--- src/rtl/ppm_map.vh ---
`ifndef PPM_MAP_VH
`define PPM_MAP_VH
// Register indices on the plain register port
`define PPM_A_P0OUT 5'h00
`define PPM_A_P0DIR 5'h01
`define PPM_A_PULLUP 5'h02
`define PPM_A_P1OUT 5'h03
`define PPM_A_P1DIR 5'h04
`define PPM_A_P2OUT 5'h05
`define PPM_A_P2DIR 5'h06
`define PPM_A_P3OUT 5'h07
`define PPM_A_P3DIR 5'h08
`define PPM_A_P7OUT 5'h09
`define PPM_A_P7DIR 5'h0a
`define PPM_A_P8OUT 5'h0b
`define PPM_A_P9OUT 5'h0c
`define PPM_A_P10OUT 5'h0d
`define PPM_A_P11OUT 5'h0e
`define PPM_A_P11DIR 5'h0f
`define PPM_A_P12OUT 5'h10
`define PPM_A_P12DIR 5'h11
`define PPM_A_ALT0 5'h12
`define PPM_A_ALT1 5'h13
`define PPM_A_ALT2 5'h14
`define PPM_A_ALT3 5'h15
`define PPM_A_ALT89 5'h16
`define PPM_A_ALT10 5'h17
`define PPM_A_ALT11 5'h18
`define PPM_A_ALT12 5'h19
`define PPM_A_EDGE 5'h1a
`define PPM_A_IRQST 5'h1b
`define PPM_A_IRQMSK 5'h1c
`define PPM_A_PIN0 5'h1d
`define PPM_A_PIN1 5'h1e
`define PPM_A_PIN2 5'h1f
// Port 8 alternate selects sit in its output latch from this bit up
`define PPM_P8_ALT_LSB 3'h4
// Reset values
`define PPM_RST_BYTE 8'h00
`define PPM_RST_DIR 8'hff
`define PPM_RST_EDGE 8'h00
// Edge select codes, two bits per input
`define PPM_EDGE_FALL 2'h0
`define PPM_EDGE_RISE 2'h1
`define PPM_EDGE_BOTH 2'h2
`endif

--- src/rtl/ppm_port_pin_function_mux.v ---
// Operation
// [RULE1] Each pin switches between port and alternate; port 7 has no alternate select in the code
// [RULE2] Port 0 bits 0,4 input; 1-3 bidirectional
// [RULE3] Port 0 bits 1-3 direction per bit
// [RULE4] Port 0 pull-up only when input and enabled
// [RULE5] Interrupts 0-2 select rising, falling or both
// [RULE6] Valid interrupt 0 edge triggers timer capture
// [RULE7] Interrupt 3 detects falling edges only
// [RULE8] Port 1 direction per bit from register
// [RULE9] Analog-selected port 1 pin drops its pull-up
// [RULE10] Software programs port 2 for serial roles
// [RULE11] Port 3 direction per bit; timer/clock/beeper alternates
// [RULE12] Port 7 five open-drain bidirectional bits
// [RULE13] Port 8 two outputs; alternate digits 0-1
// [RULE14] Port 9 eight outputs; alternate digits 2-9
// [RULE15] Port 10 outputs; digit/segment and segment alternates
// [RULE16] Ports 11,12 bidirectional; segments 18-33 alternate
// [RULE17] Programming mode on high-voltage pin or reset low
// [RULE18] Alternate selects clear to port mode at reset
`include "ppm_map.vh"
`default_nettype none
module ppm_port_pin_function_mux (
    input wire clock,
    input wire reset_n,
    input wire [4:0] regAddr,
    input wire [7:0] regWdata,
    input wire regWrite,
    input wire regRead,
    output reg [7:0] regRdata,
    output wire irqOut,
    input wire [4:0] port0PinIn,
    output wire [4:0] port0PinOut,
    output wire [4:0] port0PinOe,
    output wire [4:0] port0PullupEn,
    input wire [7:0] port1PinIn,
    output wire [7:0] port1PinOut,
    output wire [7:0] port1PinOe,
    output wire [7:0] port1PullupEn,
    output wire [7:0] analogIn,
    input wire [7:0] port2PinIn,
    output wire [7:0] port2PinOut,
    output wire [7:0] port2PinOe,
    output wire [7:0] port2PullupEn,
    input wire [7:0] serialOut,
    input wire [7:0] serialOe,
    output wire [7:0] serialIn,
    input wire [7:0] port3PinIn,
    output wire [7:0] port3PinOut,
    output wire [7:0] port3PinOe,
    output wire [7:0] port3PullupEn,
    input wire [2:0] timerOutPins,
    input wire clockOutPin,
    input wire beeperOutput,
    output wire timer8CountIn1,
    output wire timer8CountIn2,
    input wire [4:0] port7PinIn,
    output wire [4:0] port7PinOut,
    output wire [4:0] port7PinOe,
    output wire [1:0] port8PinOut,
    output wire [7:0] port9PinOut,
    output wire [7:0] port10PinOut,
    input wire [7:0] port11PinIn,
    output wire [7:0] port11PinOut,
    output wire [7:0] port11PinOe,
    input wire [7:0] port12PinIn,
    output wire [7:0] port12PinOut,
    output wire [7:0] port12PinOe,
    input wire [33:0] displayDrivePins,
    output wire [3:0] extIrqPulse,
    output wire timer16CaptureTrig,
    output wire timer16CountIn,
    output wire updownCountIn,
    output wire subclockCrystalIn,
    input wire progVoltagePin,
    output wire romProgMode
);

reg rstMeta_r;
reg rstSync_r;
wire rstN;

// Reset enters asynchronously but releases on the clock
always @(posedge clock or negedge reset_n)
begin
    if (!reset_n)
    begin
        rstMeta_r <= 1'b0;
        rstSync_r <= 1'b0;
    end
    else
    begin
        rstMeta_r <= 1'b1;
        rstSync_r <= rstMeta_r;
    end
end
assign rstN = rstSync_r;

// Programming pin is asynchronous; it passes two flops like any pin
reg progMeta_r;
reg progSync_r;
always @(posedge clock or negedge reset_n)
begin
    if (!reset_n)
    begin
        progMeta_r <= 1'b0;
        progSync_r <= 1'b0;
    end
    else
    begin
        progMeta_r <= progVoltagePin;
        progSync_r <= progMeta_r;
    end
end

// Reset low must enter the mode at once, even with no clock running
assign romProgMode = progSync_r | ~reset_n; // [RULE17]

reg [7:0] p0Out_r, p0Dir_r, pullup_r, p1Out_r, p1Dir_r, p2Out_r, p2Dir_r;
reg [7:0] p3Out_r, p3Dir_r, p7Out_r, p7Dir_r, p8Out_r, p9Out_r, p10Out_r;
reg [7:0] p11Out_r, p11Dir_r, p12Out_r, p12Dir_r;
reg [7:0] alt0_r, alt1_r, alt2_r, alt3_r, alt89_r, alt10_r, alt11_r;
reg [7:0] alt12_r, edge_r, irqSt_r, irqMsk_r;

// Pin inputs: two-stage synchronisers
wire [52:0] pinRaw;
reg [52:0] pinMeta_r;
reg [52:0] pinSync_r;
assign pinRaw = {port12PinIn, port11PinIn, port7PinIn, port3PinIn,
    port2PinIn, port1PinIn, port0PinIn};
always @(posedge clock or negedge rstN)
begin
    if (!rstN)
    begin
        pinMeta_r <= 53'h0;
        pinSync_r <= 53'h0;
    end
    else
    begin
        pinMeta_r <= pinRaw;
        pinSync_r <= pinMeta_r;
    end
end
wire [4:0] p0In = pinSync_r[4:0];
wire [7:0] p1In = pinSync_r[12:5];
wire [7:0] p2In = pinSync_r[20:13];
wire [7:0] p3In = pinSync_r[28:21];
wire [4:0] p7In = pinSync_r[33:29];
wire [7:0] p11In = pinSync_r[41:34];
wire [7:0] p12In = pinSync_r[49:42];

// Edge detect on the synchronised port 0 interrupt pins
reg [3:0] irqPrev_r;
wire [3:0] irqLvl = p0In[3:0];
wire [3:0] rise = irqLvl & ~irqPrev_r;
wire [3:0] fall = ~irqLvl & irqPrev_r;
reg [3:0] irqHit;
integer k;
always @*
begin
    for (k = 0; k < 3; k = k + 1)
    begin
        case (edge_r[2*k +: 2])
            `PPM_EDGE_RISE: irqHit[k] = rise[k]; // [RULE5]
            `PPM_EDGE_BOTH: irqHit[k] = rise[k] | fall[k]; // [RULE5]
            default: irqHit[k] = fall[k]; // [RULE5]
        endcase
    end
    irqHit[3] = fall[3]; // [RULE7]
end
// Only alternate-selected pins raise interrupts
assign extIrqPulse = irqHit & alt0_r[3:0]; // [RULE1]
assign timer16CaptureTrig = extIrqPulse[0]; // [RULE6]
assign timer16CountIn = p0In[0] & alt0_r[0];
assign updownCountIn = p0In[3] & alt0_r[3];
// Sampled through the pin synchroniser like every other pin
assign subclockCrystalIn = p0In[4] & alt0_r[4];

always @(posedge clock or negedge rstN)
begin
    if (!rstN)
        irqPrev_r <= 4'h0;
    else
        irqPrev_r <= irqLvl;
end

// Port 0: bits 0 and 4 never drive
assign port0PinOut = {1'b0, p0Out_r[3:1], 1'b0};
assign port0PinOe = {1'b0, ~p0Dir_r[3:1] & ~alt0_r[3:1], 1'b0}; // [RULE2] [RULE3]
assign port0PullupEn = ~port0PinOe & pullup_r[4:0]; // [RULE4]

// Port 1: direction register 1 means input; analog kills pull-up
assign port1PinOut = p1Out_r;
assign port1PinOe = ~p1Dir_r & ~alt1_r; // [RULE8]
assign port1PullupEn = ~port1PinOe & ~alt1_r & {8{pullup_r[5]}}; // [RULE9]
assign analogIn = p1In & alt1_r;

// Port 2: serial block drives output and enable on alternate-selected pins
assign port2PinOut = (alt2_r & serialOut) | (~alt2_r & p2Out_r); // [RULE10]
assign port2PinOe = (alt2_r & serialOe) | (~alt2_r & ~p2Dir_r);
assign port2PullupEn = ~port2PinOe & {8{pullup_r[6]}};
assign serialIn = p2In & alt2_r;

// Port 3: bits 0-2 timers, 5 clock, 6 beeper out; 3,4 timer inputs
wire [7:0] p3Alt = {1'b0, beeperOutput, clockOutPin, 2'b00, timerOutPins};
assign port3PinOut = (alt3_r & p3Alt) | (~alt3_r & p3Out_r); // [RULE11]
assign port3PinOe = ~p3Dir_r; // [RULE11]
assign port3PullupEn = ~port3PinOe & {8{pullup_r[7]}};
assign timer8CountIn1 = p3In[3] & alt3_r[3];
assign timer8CountIn2 = p3In[4] & alt3_r[4];

// Port 7: open drain, only ever pulls low
assign port7PinOut = 5'h00;
assign port7PinOe = ~p7Dir_r[4:0] & ~p7Out_r[4:0]; // [RULE12]

// Display ports: 8-10 output only, 11 and 12 bidirectional
// Port 9 takes the whole select byte, so port 8 selects ride in its latch
genvar g;
generate
    for (g = 0; g < 8; g = g + 1)
    begin : gDisp
        assign port9PinOut[g] = alt89_r[g] ? displayDrivePins[g+2]
            : p9Out_r[g]; // [RULE14]
        assign port10PinOut[g] = alt10_r[g] ? displayDrivePins[g+10]
            : p10Out_r[g]; // [RULE15]
        assign port11PinOut[g] = alt11_r[g] ? displayDrivePins[g+18]
            : p11Out_r[g]; // [RULE16]
        assign port11PinOe[g] = alt11_r[g] | ~p11Dir_r[g]; // [RULE16]
        assign port12PinOut[g] = alt12_r[g] ? displayDrivePins[g+26]
            : p12Out_r[g]; // [RULE16]
        assign port12PinOe[g] = alt12_r[g] | ~p12Dir_r[g]; // [RULE16]
    end
    for (g = 0; g < 2; g = g + 1)
    begin : gDig
        assign port8PinOut[g] = p8Out_r[g+`PPM_P8_ALT_LSB]
            ? displayDrivePins[g] : p8Out_r[g]; // [RULE13]
    end
endgenerate

// Interrupts: status bit per event, write one to clear
wire [7:0] irqEvt = {4'h0, extIrqPulse};
assign irqOut = |(irqSt_r & irqMsk_r);

wire wrIrqSt = regWrite && regAddr == `PPM_A_IRQST;
always @(posedge clock or negedge rstN)
begin
    if (!rstN)
        irqSt_r <= `PPM_RST_BYTE;
    else
        // A new event beats a simultaneous clear
        irqSt_r <= (irqSt_r & ~(wrIrqSt ? regWdata : 8'h00)) | irqEvt;
end

always @(posedge clock or negedge rstN)
begin
    if (!rstN)
    begin
        p0Out_r <= `PPM_RST_BYTE;
        p0Dir_r <= `PPM_RST_DIR;
        pullup_r <= `PPM_RST_BYTE;
        p1Out_r <= `PPM_RST_BYTE;
        p1Dir_r <= `PPM_RST_DIR;
        p2Out_r <= `PPM_RST_BYTE;
        p2Dir_r <= `PPM_RST_DIR;
        p3Out_r <= `PPM_RST_BYTE;
        p3Dir_r <= `PPM_RST_DIR;
        p7Out_r <= `PPM_RST_BYTE;
        p7Dir_r <= `PPM_RST_DIR;
        p8Out_r <= `PPM_RST_BYTE;
        p9Out_r <= `PPM_RST_BYTE;
        p10Out_r <= `PPM_RST_BYTE;
        p11Out_r <= `PPM_RST_BYTE;
        p11Dir_r <= `PPM_RST_DIR;
        p12Out_r <= `PPM_RST_BYTE;
        p12Dir_r <= `PPM_RST_DIR;
        alt0_r <= `PPM_RST_BYTE; // [RULE18]
        alt1_r <= `PPM_RST_BYTE; // [RULE18]
        alt2_r <= `PPM_RST_BYTE; // [RULE18]
        alt3_r <= `PPM_RST_BYTE; // [RULE18]
        alt89_r <= `PPM_RST_BYTE; // [RULE18]
        alt10_r <= `PPM_RST_BYTE; // [RULE18]
        alt11_r <= `PPM_RST_BYTE; // [RULE18]
        alt12_r <= `PPM_RST_BYTE; // [RULE18]
        edge_r <= `PPM_RST_EDGE;
        irqMsk_r <= `PPM_RST_BYTE;
    end
    else if (regWrite)
    begin
        case (regAddr)
            `PPM_A_P0OUT: p0Out_r <= regWdata;
            `PPM_A_P0DIR: p0Dir_r <= regWdata; // [RULE3]
            `PPM_A_PULLUP: pullup_r <= regWdata;
            `PPM_A_P1OUT: p1Out_r <= regWdata;
            `PPM_A_P1DIR: p1Dir_r <= regWdata; // [RULE8]
            `PPM_A_P2OUT: p2Out_r <= regWdata;
            `PPM_A_P2DIR: p2Dir_r <= regWdata;
            `PPM_A_P3OUT: p3Out_r <= regWdata;
            `PPM_A_P3DIR: p3Dir_r <= regWdata; // [RULE11]
            `PPM_A_P7OUT: p7Out_r <= regWdata;
            `PPM_A_P7DIR: p7Dir_r <= regWdata; // [RULE12]
            `PPM_A_P8OUT: p8Out_r <= regWdata;
            `PPM_A_P9OUT: p9Out_r <= regWdata;
            `PPM_A_P10OUT: p10Out_r <= regWdata;
            `PPM_A_P11OUT: p11Out_r <= regWdata;
            `PPM_A_P11DIR: p11Dir_r <= regWdata;
            `PPM_A_P12OUT: p12Out_r <= regWdata;
            `PPM_A_P12DIR: p12Dir_r <= regWdata;
            `PPM_A_ALT0: alt0_r <= regWdata; // [RULE1]
            `PPM_A_ALT1: alt1_r <= regWdata; // [RULE1]
            `PPM_A_ALT2: alt2_r <= regWdata; // [RULE1]
            `PPM_A_ALT3: alt3_r <= regWdata; // [RULE1]
            `PPM_A_ALT89: alt89_r <= regWdata; // [RULE1]
            `PPM_A_ALT10: alt10_r <= regWdata; // [RULE1]
            `PPM_A_ALT11: alt11_r <= regWdata; // [RULE1]
            `PPM_A_ALT12: alt12_r <= regWdata; // [RULE1]
            `PPM_A_EDGE: edge_r <= regWdata; // [RULE5]
            `PPM_A_IRQMSK: irqMsk_r <= regWdata;
            default: ;
        endcase
    end
end

// Read data: one cycle after the strobe, zero otherwise
reg [7:0] rdMux;
always @*
begin
    case (regAddr)
        `PPM_A_P0OUT: rdMux = p0Out_r;
        `PPM_A_P0DIR: rdMux = p0Dir_r;
        `PPM_A_PULLUP: rdMux = pullup_r;
        `PPM_A_P1OUT: rdMux = p1Out_r;
        `PPM_A_P1DIR: rdMux = p1Dir_r;
        `PPM_A_P2OUT: rdMux = p2Out_r;
        `PPM_A_P2DIR: rdMux = p2Dir_r;
        `PPM_A_P3OUT: rdMux = p3Out_r;
        `PPM_A_P3DIR: rdMux = p3Dir_r;
        `PPM_A_P7OUT: rdMux = p7Out_r;
        `PPM_A_P7DIR: rdMux = p7Dir_r;
        `PPM_A_P8OUT: rdMux = p8Out_r;
        `PPM_A_P9OUT: rdMux = p9Out_r;
        `PPM_A_P10OUT: rdMux = p10Out_r;
        `PPM_A_P11OUT: rdMux = p11Out_r;
        `PPM_A_P11DIR: rdMux = p11Dir_r;
        `PPM_A_P12OUT: rdMux = p12Out_r;
        `PPM_A_P12DIR: rdMux = p12Dir_r;
        `PPM_A_ALT0: rdMux = alt0_r;
        `PPM_A_ALT1: rdMux = alt1_r;
        `PPM_A_ALT2: rdMux = alt2_r;
        `PPM_A_ALT3: rdMux = alt3_r;
        `PPM_A_ALT89: rdMux = alt89_r;
        `PPM_A_ALT10: rdMux = alt10_r;
        `PPM_A_ALT11: rdMux = alt11_r;
        `PPM_A_ALT12: rdMux = alt12_r;
        `PPM_A_EDGE: rdMux = edge_r;
        `PPM_A_IRQST: rdMux = irqSt_r;
        `PPM_A_IRQMSK: rdMux = irqMsk_r;
        `PPM_A_PIN0: rdMux = {3'h0, p0In};
        `PPM_A_PIN1: rdMux = p1In;
        `PPM_A_PIN2: rdMux = p2In;
        default: rdMux = 8'h00;
    endcase
end

always @(posedge clock or negedge rstN)
begin
    if (!rstN)
        regRdata <= `PPM_RST_BYTE;
    else
        regRdata <= regRead ? rdMux : 8'h00;
end

endmodule
`default_nettype wire

--- config.mk ---
export PLATFORM = sky130hd
export DESIGN_NAME = ppm_port_pin_function_mux
export DESIGN_NICKNAME = d
export VERILOG_FILES = /design/src/rtl/ppm_port_pin_function_mux.v
export VERILOG_INCLUDE_DIRS = /design/src /design/src/rtl
export SDC_FILE = /design/constraint.sdc
export NUM_CORES = 1
export LEC_CHECK = 0
export BUFFER_PORTS_ARGS = -buffer_cell sky130_fd_sc_hd__buf_2
export CORE_UTILIZATION = 45
export CTS_CLUSTER_DIAMETER = 40
export DETAILED_ROUTE_END_ITERATION = 12
export PLACE_DENSITY = 0.75
export SETUP_SLACK_MARGIN = 0.4
export SLEW_MARGIN = 20
export SYNTH_ARGS = -nofsm -noshare
export SYNTH_HDL_FRONTEND = slang
export SYNTH_SLANG_ARGS = --single-unit
export TNS_END_PERCENT = 20
--- constraint.sdc ---
create_clock -name clock -period 19.6 [get_ports clock]
set_input_delay 2.94 -clock clock [delete_from_list [all_inputs] [get_ports clock]]
set_output_delay 2.94 -clock clock [all_outputs]
set_load 0.005 [all_outputs]
==> results of run 1 <==
## cell usage in the layout, fill, tap and decap left out, types with 5 or more instances in the layout
cell type,n
inv_6,5
and3b_1,16
buf_4,17
a22o_1,5
and2_1,35
mux2i_1,9
and3_1,16
a21o_1,6
a32oi_1,16
ha_1,12
o21ai_0,33
conb_1,10
nor4_1,7
nand2b_1,24
nor3_1,6
bufinv_16,7
buf_2,269
nand3_2,8
inv_1,24
a21boi_0,5
nor2_1,28
nor3b_1,7
clkbuf_1,7
and4_1,5
a31oi_1,10
a22oi_1,20
nor2b_1,21
dfstp_2,56
dfrtp_1,237
nand3b_1,6
nand3_1,93
clkbuf_16,43
mux2_2,287
nand4_1,20
nand2_1,38
## power groups by stage
stage | Combinational, uW | Clock, uW | Sequential [uW]
6_report | 338 | 802 | 852
5_1_grt | 368 | 837 | 862
4_1_cts | 339 | 807 | 848
3_5_place_dp | 337 | 0 | 857
3_3_place_gp | 328 | 0 | 854
2_1_floorplan | 214 | 0 | 799
## worst max-delay path: stages
cell and delay (ps):
buf_2 130, mux2_2 290, buf_2 130
## kinds of logic (layout without fill, tap and decap cells)
group,Yosys count,after routing
flip-flops,294,294
AO/OA/AOI/OAI,134,134
multiplexers,297,297
adder cells (fa/ha/maj),12,12
buffers and inverters,126,388
AND/OR/NAND/NOR,354,354
other,2,10
## stage by stage
stage	instance area, um^2	utilization (%)	instances	hold slack (ps)	setup WS [ps]
floorplan	14630	-	1227	331.2	10960
CTS	17610	55.53	1890	347.5	13160
global placement	16130	50.85	1814	332.0	13160
finish	17650	55.63	1891	346.3	13160
global route	17650	55.63	1891	350.7	13110
detailed placement	16130	50.85	1814	335.8	13160
## cell type report
type                            count  area (um^2)
Clock buffer                       54         1157
Clock inverter                     22        329.1
Fill cell                        2684        14070
Inverter                           24        90.09
Multi-Input combinational cell    807         6623
Sequential cell                   294         7431
Tap cell                          402        503.0
Timing Repair Buffer              288         1513
## metal layers
| layer | global-route usage [%] | up-vias | routed length, um |
|---|---|---|---|
| met5 | 0 | - | 0 |
| li1 | - | 4904 | - |
| met1 | 41.25 | 5928 | 20950 |
| met2 | 48.89 | 650 | 23590 |
| met3 | 5.368 | 121 | 4127 |
| met4 | 12.47 | 0 | 2004 |
## synth_stat cells (all sizes together) (3+ instances only)
library cell	number
o211ai	4
a21o	6
a21boi	5
buf	56
o21ai	33
nand2b	24
nor3	10
inv	24
nand3	101
a31oi	10
o22ai	4
ha	12
nor3b	10
dfstp	56
nor4bb	3
o32ai	4
a22o	5
and3	16
mux2	287
nand3b	6
and4	5
mux2i	9
nor4	9
a32oi	16
clkbuf	46
nand4	20
a21oi	4
nand2	39
nor2b	23
and3b	16
dfrtp	238
a221oi	3
and2	37
a22oi	20
nor2	31
## worst paths after layout
kind                                      start                     end  slack (ps)  cells after the start
max in group asynchronous        rstN$_DFF_PN0_  alt10_r[1]$_DFFE_PN0P_       17070                      2
min in group asynchronous        rstN$_DFF_PN0_   alt2_r[7]$_DFFE_PN0P_         400                      0
setup / recovery                   serialOut[4]          port2PinOut[4]       13160                      3
hold / removal             progMeta_r$_DFF_PN0_    progSync_r$_DFF_PN0_         350                      0
setup reg to reg                 rstN$_DFF_PN0_  alt10_r[1]$_DFFE_PN0P_       17070                      2
hold reg to reg            progMeta_r$_DFF_PN0_    progSync_r$_DFF_PN0_         350                      0
==> impl_metrics.ini, run 1 <==
[placement]
place_hpwl_um = 35680
port_buffers = 269
place_congestion = 0.9403

[worst_setup_path]
critPathLaunchType = input port
cp-end-kind = output pin
worstPathArrival_ps = 3500
path_class = in -> out
cp_max_fo = 1
required_ps = 16660

[sta]
clock.fmax_mhz = 155.3
layout_min_cycle_time_ps = 6439
slew_viol_final = 0
worst-slew-pin-transition_ps = 1142
post-route-period-util_pct = 32.85
setup_violations = 0
max_slew_margin_pct = 23.83
rsz0062_at_grt = false
tns_ps = 0
hold_viol_final = 0
finalClockSkew_ps = 10.16

[power_and_ir_drop]
p_comb_share_pct = 17.0
p_per_area_nw_per_um2 = 112.9
clockPowerShare_pct = 40.3
p_leak_uw = 0.008173
power.switching_uw = 565.2
vdd_ir_drop_max_uv = 57.26
power_uw = 1992
intPower_uw = 1427
swShare_pct = 28.37
p_seq_share_pct = 42.8

[finish]
nNetsFinal = 1592
top_regs = pinMeta_r (23), pinSync_r (23)
insertedDiodeCount = 0
drive_gt1_share_pct = 48.76
area_growth_pct = 20.90

[floorplanning]
die_x_um = 182.1
fp.dieH_um = 182.1
core_area_um2 = 31720
start_util_pct = 46.02
std_cell_rows = 65
fp.dieArea_um2 = 33160
ios = 306

[synthesis]
synth.top_cell.area_share_pct = 40.81
yosys.cell_types.count = 67
yosysSeqAreaShare_pct = 50.89
syn_area_per_cell_um2 = 11.97
yosys_register_bits = 294
ys_async_sr_fraction_pct = 100.0
yosysTopAreaCell = dfrtp_1
synth_area_leaders = dfrtp_1, mux2_2, dfstp_2, nand3_1, and2_1
synth_top_family_by_area = multiplexers
syn-instance-count = 1219
yosysWarnings = 0
synthSimpleGateAreaFrac_pct = 14.45
synthFlopType = dfrtp_1
synthXorXnorAreaFrac_pct = 0
post_synth_instance_area_um2 = 14600
synth_compound_area_share_pct = 6.558
synth_edf_count = 0
synthAdderAreaFrac_pct = 1.029
synth_mux_area_share_pct = 22.91

[global_routing]
grt_pass1_vias = 11581
grt_max_degree = 82
grt_pass1_wl_um = 74550
antenna_found_initial = 0
grt_overflow_total = 0
grtUsageTotal_pct = 30.58

[detailed_routing]
viasPerCell = 6.136
dr.pass1.iters = 8
num_vias = 11603
wire_per_inst_um = 26.79
routed_wl_um = 50660
ant_nets = 0
drtIter0Drc = 1104
drc = 0

[worst_hold_path]
hold_class = reg -> reg

[clock_tree]
cts_resized = 0
htreeDepth = 2
cts-root-buf = clkbuf_16
path_clk_slew_ps = 50
clockBufferDepth = 3
numCtsBuffers = 42
insertion_delay_ps = 530
cts_sinks = 294
tritoncts = built
cts_setup_buffers = 0
postCtsHoldBufs = 0

[flow_run]
cap_violations = 0

[run_status]
status = finished, final reports clean
(Power assumes the default switching activity.)
==> inputs of run 2 (changes only) <==
- PLACE_DENSITY: 0.75 -> 0.77
- clock period: 19.6 -> 5.5 ns (I/O delays scaled with it)
==> run 2 against run 1 <==
Sequential power grew to 3.6 times the previous value. Count of clock-buffer cells in the layout shrank 1. Combinational power rose to 3.6 times the previous value. First-iteration DRC count increased by 11%. Clock power increased to 3.6 times the previous value. Critical path depth up 1.
==> impl_metrics.ini, run 2 (synthesis results as in run 1) <==
[finish]
insertedDiodeCount = 0
mostFrequentLayoutCell = mux2_2
nNetsFinal = 1594
most-common-layout-cells = mux2_2, buf_2, dfrtp_1
fin_area_um2 = 17680
area_growth_pct = 21.14
top_regs = pinMeta_r (23), pinSync_r (23)
drive_gt1_share_pct = 48.90

[clock_tree]
cts_setup_buffers = 0
path_clk_slew_ps = 60
clockBufferDepth = 3
cts_resized = 0
postCtsHoldBufs = 0
htreeDepth = 2
insertion_delay_ps = 550
tritoncts = built
numCtsBuffers = 44
cts-root-buf = clkbuf_16
cts_sinks = 294

[power_and_ir_drop]
vdd_ir_drop_max_uv = 233.9
p_leak_uw = 0.008190
p_per_area_nw_per_um2 = 405.6

[run_status]
status = finished, final reports clean

[detailed_routing]
routed_wl_um = 52260
drtIter0Drc = 1230
wire_per_inst_um = 27.55
drc = 0
dr_wl_met3_um = 4263
dr.pass1.iters = 6
wl_met1_um = 22050
met2WireLength_um = 23790
ant_nets = 0
num_vias = 11751
viasPerCell = 6.195
dr.max_layer_used = met4

[sta]
setup_violations = 0
max_slew_margin_pct = 29.62
finalClockSkew_ps = 28.82
hold_viol_final = 0
clock.fmax_mhz = 307.4
post-route-period-util_pct = 59.15
tns_ps = 0
layout_min_cycle_time_ps = 3253
setup_slack_ps = 2247
slew_viol_final = 0
rsz0062_at_grt = false
worst-slew-pin-transition_ps = 1053

[floorplanning]
fp.dieH_um = 182.1
fp.dieArea_um2 = 33160
start_util_pct = 46.02
core_area_um2 = 31720
ios = 306
die_x_um = 182.1
std_cell_rows = 65

[worst_setup_path]
path_delay_family = simple AND/OR/NAND/NOR gates
critPathLaunchType = input port
cp_cell_sequence = buf_2 > nor2b_1 > nand3_1 > mux2_2
cp_max_fo = 32
path_class = in -> reg
cp-end-kind = flop
path_buf_inv = 1
cpPeakStageDelay_ps = 920
reg2reg_from = alt1_r[4]$_DFFE_PN0P_
critPathSlowestCell = nor2b_1
worstPathArrival_ps = 3660
required_ps = 5910
critPathLaunch = regAddr[2]

[placement]
place_congestion = 0.9850
placed_area_um2 = 16160
dpl_worst_slack_ps = 1855
port_buffers = 269
place_hpwl_um = 37270

[global_routing]
grt_overflow_total = 0
grt_pass1_wl_um = 77360
grt_max_degree = 117
antenna_found_initial = 0
grt_pass1_vias = 11653
grtUsageTotal_pct = 31.78

[worst_hold_path]
hold_class = in -> async

[flow_run]
cap_violations = 0
## run 2: cell type report
type | count | area (um^2)
repair buffers | 288 | 1514
multi-input cells | 807 | 6623
clock buffers | 53 | 1156
inverters | 24 | 90.09
well taps | 402 | 503.0
flip-flops and latches | 294 | 7431
clock inverters | 29 | 364.1
fillers | 2706 | 14040
## run 2: metrics by stage
step                      hold WS (ps)  util [%]  instances  total power [uW]
after floorplan                  331.1         -       1227              3611
after global placement           332.1     50.93       1815              4236
after detailed placement         334.7     50.95       1815              4285
after CTS                        65.47     55.74       1897              7174
after global routing             73.90     55.74       1897              7427
final                            71.47     55.74       1897              7171
## run 2: report_power, final
part	internal (uW)	switching, uW
Clock	1810	1070
Sequential	2590	473
Combinational	667	555
Total	5070	2100
## run 2: final timing paths
path / endpoint / slack (ps) / cells after the start
max: p9Out_r[0]$_DFFE_PN0P_ / 2250 / 4
min: progMeta_r$_DFF_PN0_ / 70 / 1
max reg2reg: regRdata[4]$_DFF_PN0_ / 3410 / 4
min reg2reg: pinSync_r[15]$_DFF_PN0_ / 350 / 0
max in group asynchronous: alt0_r[3]$_DFFE_PN0P_ / 3620 / 1
min in group clock: pinSync_r[15]$_DFF_PN0_ / 350 / 0
## run 2: layer usage
layer  vias up  GRT usage [%]
met2       665          49.56
met3       138          5.488
met1      6021          44.21
li1       4927              -
met5         -              0
met4         0          12.50
## run 2: worst reg2reg max path: cells and delay by family, from the launching register on
| family | cells | cell delay, ps |
|---|---|---|
| AO/OA/AOI/OAI | 1 | 240 |
| flip-flops | 1 | 440 |
| multiplexers | 1 | 330 |
| AND/OR/NAND/NOR | 2 | 910 |
